### src/verilog/prom_word_programmer_map.svh
`ifndef PROM_WORD_PROGRAMMER_MAP_SVH
`define PROM_WORD_PROGRAMMER_MAP_SVH

`define CLOCK_MHZ 25
`define ZERO_PULSE_NS 400
`define ONE_PULSE_MS 20
`define HOLD_MS 5
`define ZERO_PULSE_CYC ((`ZERO_PULSE_NS * `CLOCK_MHZ + 999) / 1000)
`define ONE_PULSE_CYC (`ONE_PULSE_MS * 1000 * `CLOCK_MHZ)
`define HOLD_CYC (`HOLD_MS * 1000 * `CLOCK_MHZ)
// Accumulator bit 0 is the most significant: bits 4-15 sit in acc[11:0]
`define ADDR_LSB 0
`define ADDR_MSB 11
// Mask bit 12 of the accumulator word, counted the same way
`define MASK_BIT_POS 3
`define WORD_BITS 16
`define BANK_SEL_512 8
`define BANK_SEL_256 9

`endif

### src/verilog/prom_word_programmer_pkg.sv
`default_nettype none
package prom_word_programmer_pkg;
  typedef enum logic [2:0] {flag_none, flag_start, flag_clear, flag_pulse} flag_cmd_t;
  typedef struct packed {
    logic output_a_cmd;
    logic output_b_cmd;
    logic input_a_cmd;
    logic mask_out_cmd;
    logic io_reset_cmd;
    flag_cmd_t flag;
    logic [15:0] acc;
  } io_cmd_t;
  typedef enum logic [1:0] {st_idle, st_pulse, st_hold} burn_state_t;
endpackage
`default_nettype wire

### src/verilog/pulse_timer.sv
`include "prom_word_programmer_map.svh"
`default_nettype none
module pulse_timer #(
  parameter int WIDTH = 32
) (
  input wire logic clock,
  input wire logic rst_n,
  input wire logic load,
  input wire logic [WIDTH-1:0] count,
  output logic expired
);
  logic [WIDTH-1:0] cnt_q;
  logic [WIDTH-1:0] cnt_d;
  logic run_q;
  logic run_d;

  always_comb
  begin
    cnt_d = cnt_q;
    run_d = run_q;
    if (load)
    begin
      cnt_d = count;
      run_d = 1'b1;
    end
    else if (run_q)
    begin
      if (cnt_q <= WIDTH'(1))
        run_d = 1'b0;
      else
        cnt_d = cnt_q - WIDTH'(1);
    end
  end

  always_ff @(posedge clock or negedge rst_n)
  begin
    if (!rst_n)
    begin
      cnt_q <= '0;
      run_q <= 1'b0;
    end
    else
    begin
      cnt_q <= cnt_d;
      run_q <= run_d;
    end
  end

  // Pulses once on the last counted cycle
  // Load kept out of this term: the sequencer reloads on expiry
  assign expired = run_q && (cnt_q <= WIDTH'(1));
endmodule
`default_nettype wire

### src/verilog/prom_word_programmer.sv
`include "prom_word_programmer_map.svh"
`default_nettype none
module prom_word_programmer #(
  parameter int ONE_PULSE_CYCLES = `ONE_PULSE_CYC,
  parameter int HOLD_CYCLES = `HOLD_CYC
) (
  input wire logic clock,
  input wire logic rst_n,
  input wire prom_word_programmer_pkg::io_cmd_t cmd,
  input wire logic bank_256,
  input wire logic [15:0] board_data,
  output logic [15:0] readback_word,
  output logic readback_valid,
  output logic busy,
  output logic done,
  output logic int_req,
  output logic [11:0] board_address,
  output logic [7:0] bank_enable,
  output logic [15:0] relay_drive
);
  // ---------------------------------------------
  // Registers
  // ---------------------------------------------
  logic [11:0] burn_address_q;
  logic [11:0] burn_address_d;
  logic [15:0] burn_data_buffer_q;
  logic [15:0] burn_data_buffer_d;
  logic busy_q;
  logic busy_d;
  logic done_q;
  logic done_d;
  logic mask_q;
  logic mask_d;
  logic int_q;
  logic int_d;
  logic [15:0] rb_q;
  logic [15:0] rb_d;
  logic rbv_q;
  logic rbv_d;

  // ---------------------------------------------
  // Sequencer state
  // ---------------------------------------------
  prom_word_programmer_pkg::burn_state_t state_q;
  prom_word_programmer_pkg::burn_state_t state_d;
  logic [3:0] bit_q;
  logic [3:0] bit_d;
  logic [7:0] bank_q;
  logic [7:0] bank_d;
  logic [11:0] addr_out_q;
  logic [11:0] addr_out_d;
  logic [15:0] relay_q;
  logic [15:0] relay_d;
  logic tmr_load;
  logic [31:0] tmr_count;
  logic tmr_expired;
  logic start;
  logic finish;

  assign start = (cmd.flag == prom_word_programmer_pkg::flag_start) && !cmd.io_reset_cmd;

  pulse_timer #(.WIDTH(32)) timer_i (
    .clock(clock),
    .rst_n(rst_n),
    .load(tmr_load),
    .count(tmr_count),
    .expired(tmr_expired)
  );

  always_comb
  begin
    state_d = state_q;
    bit_d = bit_q;
    bank_d = bank_q;
    addr_out_d = addr_out_q;
    relay_d = '0;
    tmr_load = 1'b0;
    tmr_count = 32'(`ZERO_PULSE_CYC);
    finish = 1'b0;
    unique case (state_q)
      prom_word_programmer_pkg::st_idle:
      begin
        bank_d = '0;
        if (start)
        begin
          // Latched values used; a load in the same command lands first
          addr_out_d = burn_address_d;
          // Bank size picks which three of the top four bits select the bank
          bank_d = bank_256 ? 8'(8'h01 << burn_address_d[10:8]) : 8'(8'h01 << burn_address_d[11:9]);
          bit_d = 4'h0;
          relay_d = 16'h8000;
          tmr_load = 1'b1;
          tmr_count = burn_data_buffer_d[15] ? 32'(ONE_PULSE_CYCLES) : 32'(`ZERO_PULSE_CYC);
          state_d = prom_word_programmer_pkg::st_pulse;
        end
      end
      prom_word_programmer_pkg::st_pulse:
      begin
        relay_d = 16'(16'h8000 >> bit_q);
        if (tmr_expired)
        begin
          tmr_load = 1'b1;
          if (bit_q == 4'hf)
          begin
            relay_d = '0;
            bank_d = '0;
            tmr_count = 32'(HOLD_CYCLES);
            state_d = prom_word_programmer_pkg::st_hold;
          end
          else
          begin
            bit_d = bit_q + 4'h1;
            // Next relay rises on the same edge, so each pulse spans its whole count
            relay_d = 16'(16'h8000 >> bit_d);
            tmr_count = burn_data_buffer_q[14] ? 32'(ONE_PULSE_CYCLES) : 32'(`ZERO_PULSE_CYC);
          end
        end
      end
      prom_word_programmer_pkg::st_hold:
      begin
        if (tmr_expired)
          state_d = prom_word_programmer_pkg::st_idle;
      end
      default:
        state_d = prom_word_programmer_pkg::st_idle;
    endcase
    // Clear or reset aborts the cycle and drops the relays
    if (cmd.io_reset_cmd || (cmd.flag == prom_word_programmer_pkg::flag_clear))
    begin
      state_d = prom_word_programmer_pkg::st_idle;
      bank_d = '0;
      relay_d = '0;
    end
    finish = (state_q == prom_word_programmer_pkg::st_pulse) && tmr_expired && (bit_q == 4'hf)
      && (state_d == prom_word_programmer_pkg::st_hold);
  end

  // ---------------------------------------------
  // Register and flag updates
  // ---------------------------------------------
  always_comb
  begin
    burn_address_d = burn_address_q;
    burn_data_buffer_d = burn_data_buffer_q;
    busy_d = busy_q;
    done_d = done_q;
    mask_d = mask_q;
    rb_d = rb_q;
    rbv_d = 1'b0;
    if (cmd.output_b_cmd)
      burn_address_d = cmd.acc[`ADDR_MSB:`ADDR_LSB];
    if (cmd.output_a_cmd)
      burn_data_buffer_d = cmd.acc;
    if (state_q == prom_word_programmer_pkg::st_pulse && tmr_expired)
      burn_data_buffer_d = {burn_data_buffer_q[14:0], 1'b0};
    if (cmd.input_a_cmd)
    begin
      // Board lines are captured into rb_q here and held there until the next read
      rb_d = board_data;
      rbv_d = 1'b1;
    end
    if (cmd.mask_out_cmd)
      mask_d = cmd.acc[`MASK_BIT_POS];
    if (finish)
    begin
      busy_d = 1'b0;
      done_d = 1'b1;
    end
    unique case (cmd.flag)
      prom_word_programmer_pkg::flag_start:
      begin
        busy_d = 1'b1;
        done_d = 1'b0;
      end
      prom_word_programmer_pkg::flag_clear:
      begin
        busy_d = 1'b0;
        done_d = 1'b0;
      end
      prom_word_programmer_pkg::flag_pulse:
        done_d = finish;
      default:
      begin
      end
    endcase
    if (cmd.io_reset_cmd)
    begin
      busy_d = 1'b0;
      done_d = 1'b0;
    end
    int_d = done_d && !mask_d;
  end

  always_ff @(posedge clock or negedge rst_n)
  begin
    if (!rst_n)
    begin
      burn_address_q <= '0;
      burn_data_buffer_q <= '0;
      busy_q <= 1'b0;
      done_q <= 1'b0;
      mask_q <= 1'b0;
      int_q <= 1'b0;
      rb_q <= '0;
      rbv_q <= 1'b0;
      state_q <= prom_word_programmer_pkg::st_idle;
      bit_q <= '0;
      bank_q <= '0;
      addr_out_q <= '0;
      relay_q <= '0;
    end
    else
    begin
      burn_address_q <= burn_address_d;
      burn_data_buffer_q <= burn_data_buffer_d;
      busy_q <= busy_d;
      done_q <= done_d;
      mask_q <= mask_d;
      int_q <= int_d;
      rb_q <= rb_d;
      rbv_q <= rbv_d;
      state_q <= state_d;
      bit_q <= bit_d;
      bank_q <= bank_d;
      addr_out_q <= addr_out_d;
      relay_q <= relay_d;
    end
  end

  assign readback_word = rb_q;
  assign readback_valid = rbv_q;
  assign busy = busy_q;
  assign done = done_q;
  assign int_req = int_q;
  assign board_address = addr_out_q;
  assign bank_enable = bank_q;
  assign relay_drive = relay_q;
endmodule
`default_nettype wire

### config.mk
export PLATFORM = sky130hd
export DESIGN_NAME = prom_word_programmer
export DESIGN_NICKNAME = d
export VERILOG_FILES = /design/src/verilog/prom_word_programmer_pkg.sv /design/src/verilog/pulse_timer.sv /design/src/verilog/prom_word_programmer.sv
export VERILOG_INCLUDE_DIRS = /design/src /design/src/verilog
export SDC_FILE = /design/constraint.sdc
export NUM_CORES = 1
export LEC_CHECK = 0
export ABC_CLOCK_PERIOD_IN_PS = 2600
export BUFFER_PORTS_ARGS = -buffer_cell sky130_fd_sc_hd__buf_2
export CAP_MARGIN = 10
export CORE_MARGIN = 2
export CORE_UTILIZATION = 45
export CTS_CLUSTER_SIZE = 40
export DETAILED_ROUTE_END_ITERATION = 16
export HOLD_SLACK_MARGIN = 0.15
export PLACE_DENSITY = 0.68
export SLEW_MARGIN = 30
export SYNTH_ARGS = -nofsm -noshare
export SYNTH_HDL_FRONTEND = slang
export SYNTH_SLANG_ARGS = --single-unit
### constraint.sdc
create_clock -name clock -period 2.6 [get_ports clock]
set_input_delay 0.52 -clock clock [delete_from_list [all_inputs] [get_ports clock]]
set_output_delay 0.52 -clock clock [all_outputs]
set_load 0.05 [all_outputs]
==> results of run 1 <==
==> registers in the layout (all words and copies together), names as in the netlist <==
signal              count
readback_valid          1
mask_q                  1
busy                    1
state_q                 2
done                    1
timer_i.cnt_q          32
bit_q                   4
board_address          12
bank_enable             8
burn_address_q         12
int_req                 1
readback_word          16
relay_drive            16
timer_i.run_q           1
burn_data_buffer_q     16
==> routing by layer <==
layer,share of wire,vias to the layer above,track usage,routed length [um]
met5,0,-,0,0
met4,0.018,0,0.0821,280
met3,0.060,27,0.0528,917
met2,0.48,198,0.359,7390
met1,0.44,2485,0.296,6820
li1,-,2423,-,-
==> power breakdown <==
part	total (mW)	internal [mW]	switching (mW)
Sequential	2.33	2.16	0.164
Clock	2.40	1.54	0.864
Combinational	1.42	0.546	0.873
==> cell type report <==
type	instances	area [um^2]	area share
Clock buffer	19	443	0.0565
Clock inverter	13	164	0.0209
Inverter	14	52.6	0.00670
Multi-Input combinational cell	412	2890	0.369
Sequential cell	124	3100	0.396
Tap cell	176	220	0.0281
Timing Repair Buffer	156	963	0.123
==> kinds of logic after synthesis <==
family          Yosys count  share of synthesized area
flops                   124                      0.510
mux                      62                      0.111
xor+xnor                 15                     0.0216
buf+inv                  43                     0.0288
simple gates            207                      0.187
fa+ha+maj                 9                     0.0185
compound gates          119                      0.123
==> cell usage after synthesis (4+ instances only) <==
master and n:
ha_1 9, nor2_1 55, nand4b_1 6, nand3_1 20, and3_1 5, o21ai_0 32, a31oi_1 6, o21a_1 5
a21oi_1 38, nand2_1 34, o31ai_1 8, xor2_1 11, nor4_1 9, or3_1 12, clkbuf_1 19, mux2i_1 20
o22ai_1 6, or4_1 5, nor3_1 16, nand2b_1 4, buf_2 5, nand4_1 14, mux2_2 42, dfrtp_1 124
inv_1 13, xnor2_1 4
==> worst reg2reg max path: stages (launching register included) <==
cell      delay [ns]
dfrtp_1         0.37
or4_4           0.54
or4_4           0.46
buf_6           0.14
buf_6           0.12
nor4_4          0.23
buf_4           0.17
nand4b_1        0.11
xor2_1          0.18
nor2_1          0.12
==> path summary, 6_finish.rpt <==
check	start	to	slack (ns)	cells past startpoint
worst min register to register	board_address[11]	board_address[11]	0.49	2
min in group asynchronous	rst_n	relay_drive[4]	0.57	2
worst min-delay path	board_data[5]	readback_word[5]	0.34	2
worst max register to register	timer_i.cnt_q[13]	timer_i.cnt_q[25]	0.09	9
worst max-delay path	timer_i.cnt_q[13]	timer_i.cnt_q[25]	0.09	9
max in group asynchronous	rst_n	timer_i.cnt_q[31]	1.32	3
==> repair_timing <==
action	4_1_cts	5_1_grt
endpoints found under the setup margin	15	44
pin swaps	4	6
endpoints found under the hold margin	30	0
buffers inserted	3	1
gates resized for setup	4	12
hold buffers	1	0
==> impl_results.md, run 1 <==
- Outcome: complete, no violations
- Final Cycle Share: 0.967
- Worst Clk Skew: 0.00719 ns
- Row count: 42
- CP delay by family, top: simple AND/OR/NAND/NOR gates
- CP Data Required Time: approximately 3 ns
- First-pass GRT wire length: roughly 25000 um
- Hold_ws: around 0.34 ns
- Drt wl/cell: 16.9 um
- Total congestion overflow: 0
- Critical Path Fanout Max: 5
- Port bufs: 98
- Fillers: 1141
- Post-DRT Antenna Nets: 0
- Worst-path clk slew: 0.06 ns
- CTS tree: built
- Total Power: 6.15 mW
- Crit path time final: 2.51 ns
- P_leak: 3.64 nW
- Top Ports: 99
- Final hold violation count: 0
- Maxcap violations: 0
- Via count: 5133
- Asr flop ratio synth: 1.00
- Total CTS buffers: 17
- Syn Std Cell Area: 6080 um^2
- Area delta synth->final: 28.9%
- Fin nets: ~800
- Commonest non-fill, non-tap cell in the layout: dfrtp_1
- Max Fclk: about 400 MHz
- Setup Total Neg Slack: 0 ns
- CP startpoint kind: flip-flop
- CTS Root Cell: clkbuf_16
- Core ar.: 13200 um^2
- Sequential area share after synthesis: 0.510
- Slew HR: 0.625
- Detailed placer's ending HPWL: ~11000 um
- Clk buf depth: 2
- CP max stage delay: 0.54 ns
- Cell count after synthesis: 579
- Top FF cell, synth: dfrtp_1
- H-tree depth: 4
- Layout cells sized above 1: 0.344
- Yosys warning total: 0
- RSZ-0062 raised after global routing: true
- Average size of a mapped cell: 10.5 um^2
- Final Max Tran Viols: 0
- Power Density: 784 nW/um^2
- Antenna diodes: 0
- Worst path slowest cell: or4_4
- Design Area, Final: 7840 um^2
- CTS Sinks: 124
- Arr. time, crit path: 2.85 ns
- Synth area leaders: dfrtp_1 51%, mux2_2 7.8%, nor2_1 3.4%
- Placed Cells: between 800 and 900
- Non-filler instance count after layout: 914
- Fin worst setup slack: 0.0852 ns
- Critical path type: flip-flop to flip-flop
- Number of synthesized register bits: 124
- Initial antenna violation count: 0
- Worst-margin pin slew: 0.562 ns
- Peak supply drop: 0.746 mV
- Critical Path, Cell by Cell: or4_4, or4_4, buf_6, buf_6, nor4_4, buf_4, nand4b_1, xor2_1, nor2_1
- Net Count, Synth: 631
- Die Width: 120 um
- DRT iter0 DRCs: ~470
- Area leader, netlist: dfrtp_1
- CP endpoint kind: flip-flop
- Placer Congestion: 0.894
- Most frequent cells in the layout: 124 x dfrtp_1, 97 x buf_2, 54 x nor2_1, 54 x buf_4, 36 x a21oi_1
- Pre-antenna DRT Iters: 5
- Vias per inst: about 5.6
- Die height: 120 um
- Initial core utilization: 0.459
- Drt total wl: 15400 um
- Drt drc: 0
- Distinct cells, synth: 60
- CP bufs+invs: 3
- Number of synthesized flops with an enable pin: 0
- Vias in the first global route: just over 5000
- GRT Resource Usage Total: 0.223
- Placement Cell Area: a little over 7000 um^2
- Clk_lat worst skew: 0.42 ns
- Largest net degree at the start of global routing: 68
- Post-Place Setup Slack: -0.0222 ns
- Die area: 14500 um^2
- Final Setup Violations: 0
- Yosys top cell area share: 0.510
- Layout Utilization: 0.592
- Hold WC Path Type: primary input to flip-flop
(Power assumes the default switching activity.)
==> inputs of run 2 (changes only) <==
- MAX_ROUTING_LAYER: unset -> met4
- SKIP_LAST_GASP: unset -> 1
==> run 2 against run 1 <==
  * Setup slack gained 0.0023 ns
  * Critical path depth down 3
  * Maximum frequency is essentially flat
  * Critical path type unchanged
  * Largest cell class unchanged
  * Largest power group is now sequential cells
==> impl_results.md, run 2 (synthesis results as in run 1) <==
- Fin worst setup slack: 0.0875 ns (was 0.0852 ns)
- Most used cell, CP: or4_4
- Combinational power share: 0.234 (was 0.231)
- Post-Place Setup Slack: -0.0225 ns (was -0.0222 ns)
- First-pass GRT wire length: 25300 um (was 25200 um)
- Maxcap violations: 0 (unchanged)
- RSZ-0062 raised after global routing: true (unchanged)
- Via count: 5083 (was 5133)
- Critical Path Fanout Max: 8 (was 5)
- Worst Clk Skew: 0.00608 ns (was 0.00719 ns)
- CTS Sinks: 124 (unchanged)
- Peak supply drop: 0.534 mV (was 0.746 mV)
- Pre-antenna DRT Iters: 5 (unchanged)
- Non-filler instance count after layout: 913 (was 914)
- Top Ports: 99 (unchanged)
- Sw frac: 0.319 (was 0.309)
- Layout Utilization: 0.587 (was 0.592)
- Power Internal: 4.06 mW (was 4.25 mW)
- Arr. time, crit path: 2.82 ns (was 2.85 ns)
- CP endpoint kind: flip-flop (unchanged)
- Die area: 14500 um^2 (unchanged)
- Die height: 120 um (unchanged)
- Power Density: 767 nW/um^2 (was 784 nW/um^2)
- Worst Setup SP: timer_i.cnt_q[12] (was timer_i.cnt_q[13])
- Vias per inst: 5.57 (was 5.62)
- GRT Resource Usage Total: 0.231 (was 0.223)
- Port bufs: 98 (unchanged)
- CTS Root Cell: clkbuf_16 (unchanged)
- Largest register FFs: 32 (unchanged)
- Met1 usage: 0.297 (was 0.296)
- Drt total wl: 15400 um (about the same)
- Switching pwr: 1.90 mW (about the same)
- H-tree depth: 4 (unchanged)
- Placer Congestion: 0.904 (was 0.894)
- Worst path slowest cell: or4_4 (unchanged)
- Initial core utilization: 0.459 (unchanged)
- CP startpoint kind: flip-flop (unchanged)
- Vias in the first global route: 5039 (was 5136)
- Met2 Resource Use GR: 0.356 (was 0.359)
- Final Cycle Share: 0.966 (was 0.967)
- Drt drc: 0 (unchanged)
- Antenna diodes: 0 (unchanged)
- Most frequent cells in the layout: 124 x dfrtp_1, 97 x buf_2, 55 x nor2_1, 52 x buf_4, 38 x a21oi_1 (was 124 x dfrtp_1, 97 x buf_2, 54 x nor2_1, 54 x buf_4, 36 x a21oi_1)
- Met3 usage: 0.0604 (was 0.0528)
- CP max stage delay: 0.55 ns (was 0.54 ns)
- Worst-path clk slew: 0.06 ns (about the same)
- Hold WC Path Type: primary input to flip-flop (unchanged)
- Critical Path, Cell by Cell: or4_4, or4_4, nor4_4, nand4b_4, o211ai_4, mux2_4 (was or4_4, or4_4, buf_6, buf_6, nor4_4, buf_4, nand4b_1, xor2_1, nor2_1)
- Post-DRT Antenna Nets: 0 (unchanged)
- Total congestion overflow: 0 (unchanged)
- Crit path time final: 2.51 ns (about the same)
- Clk buf depth: 2 (unchanged)
- Critical path type: flip-flop to flip-flop (unchanged)
- Critical Path End: bank_enable[5] (was timer_i.cnt_q[25])
- Largest net degree at the start of global routing: 52 (was 68)
- Core ar.: 13200 um^2 (unchanged)
- P_leak: 3.61 nW (was 3.64 nW)
- Placed Cells: 879 (was 877)
- Reg2reg end: bank_enable[5] (was timer_i.cnt_q[25])
- Seq pwr share: 0.391 (was 0.379)
- Initial antenna violation count: 0 (unchanged)
- Final Setup Violations: 0 (unchanged)
- Total CTS buffers: 17 (unchanged)
- Layout cells sized above 1: 0.338 (was 0.344)
- Area delta synth->final: 27.9% (was 28.9%)
- Reg2reg path depth: 6 (was 9)
- Detailed placer's ending HPWL: 11000 um (was 11100 um)
- Commonest non-fill, non-tap cell in the layout: dfrtp_1 (unchanged)
- Slew HR: 0.600 (was 0.625)
- Global route hottest layer: met2 (unchanged)
- Clock share of power: 0.375 (was 0.391)
- CTS tree: built (unchanged)
- Die Width: 120 um (unchanged)
- Max Fclk: 398 MHz (about the same)
- DRT iter0 DRCs: 500 (was 465)
- Final Max Tran Viols: 0 (unchanged)
- Drt wl/cell: 16.9 um (about the same)
- Largest Register: timer_i.cnt_q (unchanged)
- Row count: 42 (unchanged)
- CP Data Required Time: 2.90 ns (was 2.94 ns)
- Final hold violation count: 0 (unchanged)
- Clk_lat worst skew: 0.42 ns (about the same)
- Worst-margin pin slew: 0.597 ns (was 0.562 ns)
- Worst reg2reg setup slack: 0.09 ns (about the same)
- Outcome: complete, no violations (unchanged)
- Fin nets: 776 (was 777)
- Reg2reg start: timer_i.cnt_q[12] (was timer_i.cnt_q[13])
[run 2: cell count changes in the layout (fill, tap and decap cells not counted), moves of 2 or more]
cell / before / now
buf_4: 54 / 52
a21oi_2: 2 / 0
a21oi_1: 36 / 38
bufinv_16: 3 / 1
o31ai_2: 0 / 2
clkinvlp_4: 2 / 4
o31ai_1: 8 / 6
[run 2: critical path, delay by kind of cell, from the launching register on]
| family | cells | cell delay (ns) |
|---|---|---|
| flip-flops | 1 | 0.38 |
| AND/OR/NAND/NOR | 4 | 1.43 |
| AO/OA/AOI/OAI | 1 | 0.23 |
| multiplexers | 1 | 0.34 |
[run 2: worst min path at each step]
stage                            from                end  slack [ns]  cells past startpoint
global placement     board_address[8]   board_address[8]        0.47                      2
CTS                     board_data[0]   readback_word[0]        0.31                      2
global route            board_data[3]   readback_word[3]        0.32                      2
floorplan                       rst_n     bank_enable[0]        0.22                      0
detailed placement  board_address[11]  board_address[11]        0.47                      2
finish                  board_data[0]   readback_word[0]        0.33                      2
[run 2: area by class of cell]
type	count	area (um^2)
clock buffers	20	457
repair buffers	155	960
multi-input cells	412	2870
flip-flops and latches	124	3100
well taps	176	220
clock inverters	12	114
inverters	14	52.6
fillers	1153	5470
[run 2: routing by layer]
| metal | up-vias | share of wire |
|---|---|---|
| met5 | - | 0 |
| met1 | 2465 | 0.45 |
| met2 | 164 | 0.48 |
| met4 | 0 | 0.020 |
| met3 | 29 | 0.055 |
| li1 | 2425 | - |
[run 2: metrics by stage]
step / instance area, um^2 / hold WS, ns / TNS (ns) / power (mW)
floorplan: 6110 / 0.224 / 0 / 3.23
finish: 7780 / 0.329 / 0 / 5.97
CTS: 7750 / 0.315 / -0.225 / 6.01
global placement: 7140 / 0.467 / 0 / 3.70
global route: 7780 / 0.321 / -0.0332 / 6.27
detailed placement: 7140 / 0.467 / -0.0693 / 3.74
[run 2: timing repair]
item                                    4_1_cts  5_1_grt
endpoints found under the hold margin        36        0
endpoints found under the setup margin       20       35
gates resized for setup                       7        6
hold buffers                                  1        0
cloned                                        0        0
pin swaps                                     7        2
setup buffers                                 1        0
[run 2: power groups by stage]
stage | logic [mW] | registers, mW | clock network, mW
2_1_floorplan | 0.615 | 2.61 | 0
6_report | 1.40 | 2.33 | 2.24
3_3_place_gp | 1.35 | 2.35 | 0
5_1_grt | 1.52 | 2.37 | 2.39
4_1_cts | 1.39 | 2.33 | 2.28
3_5_place_dp | 1.38 | 2.36 | 0
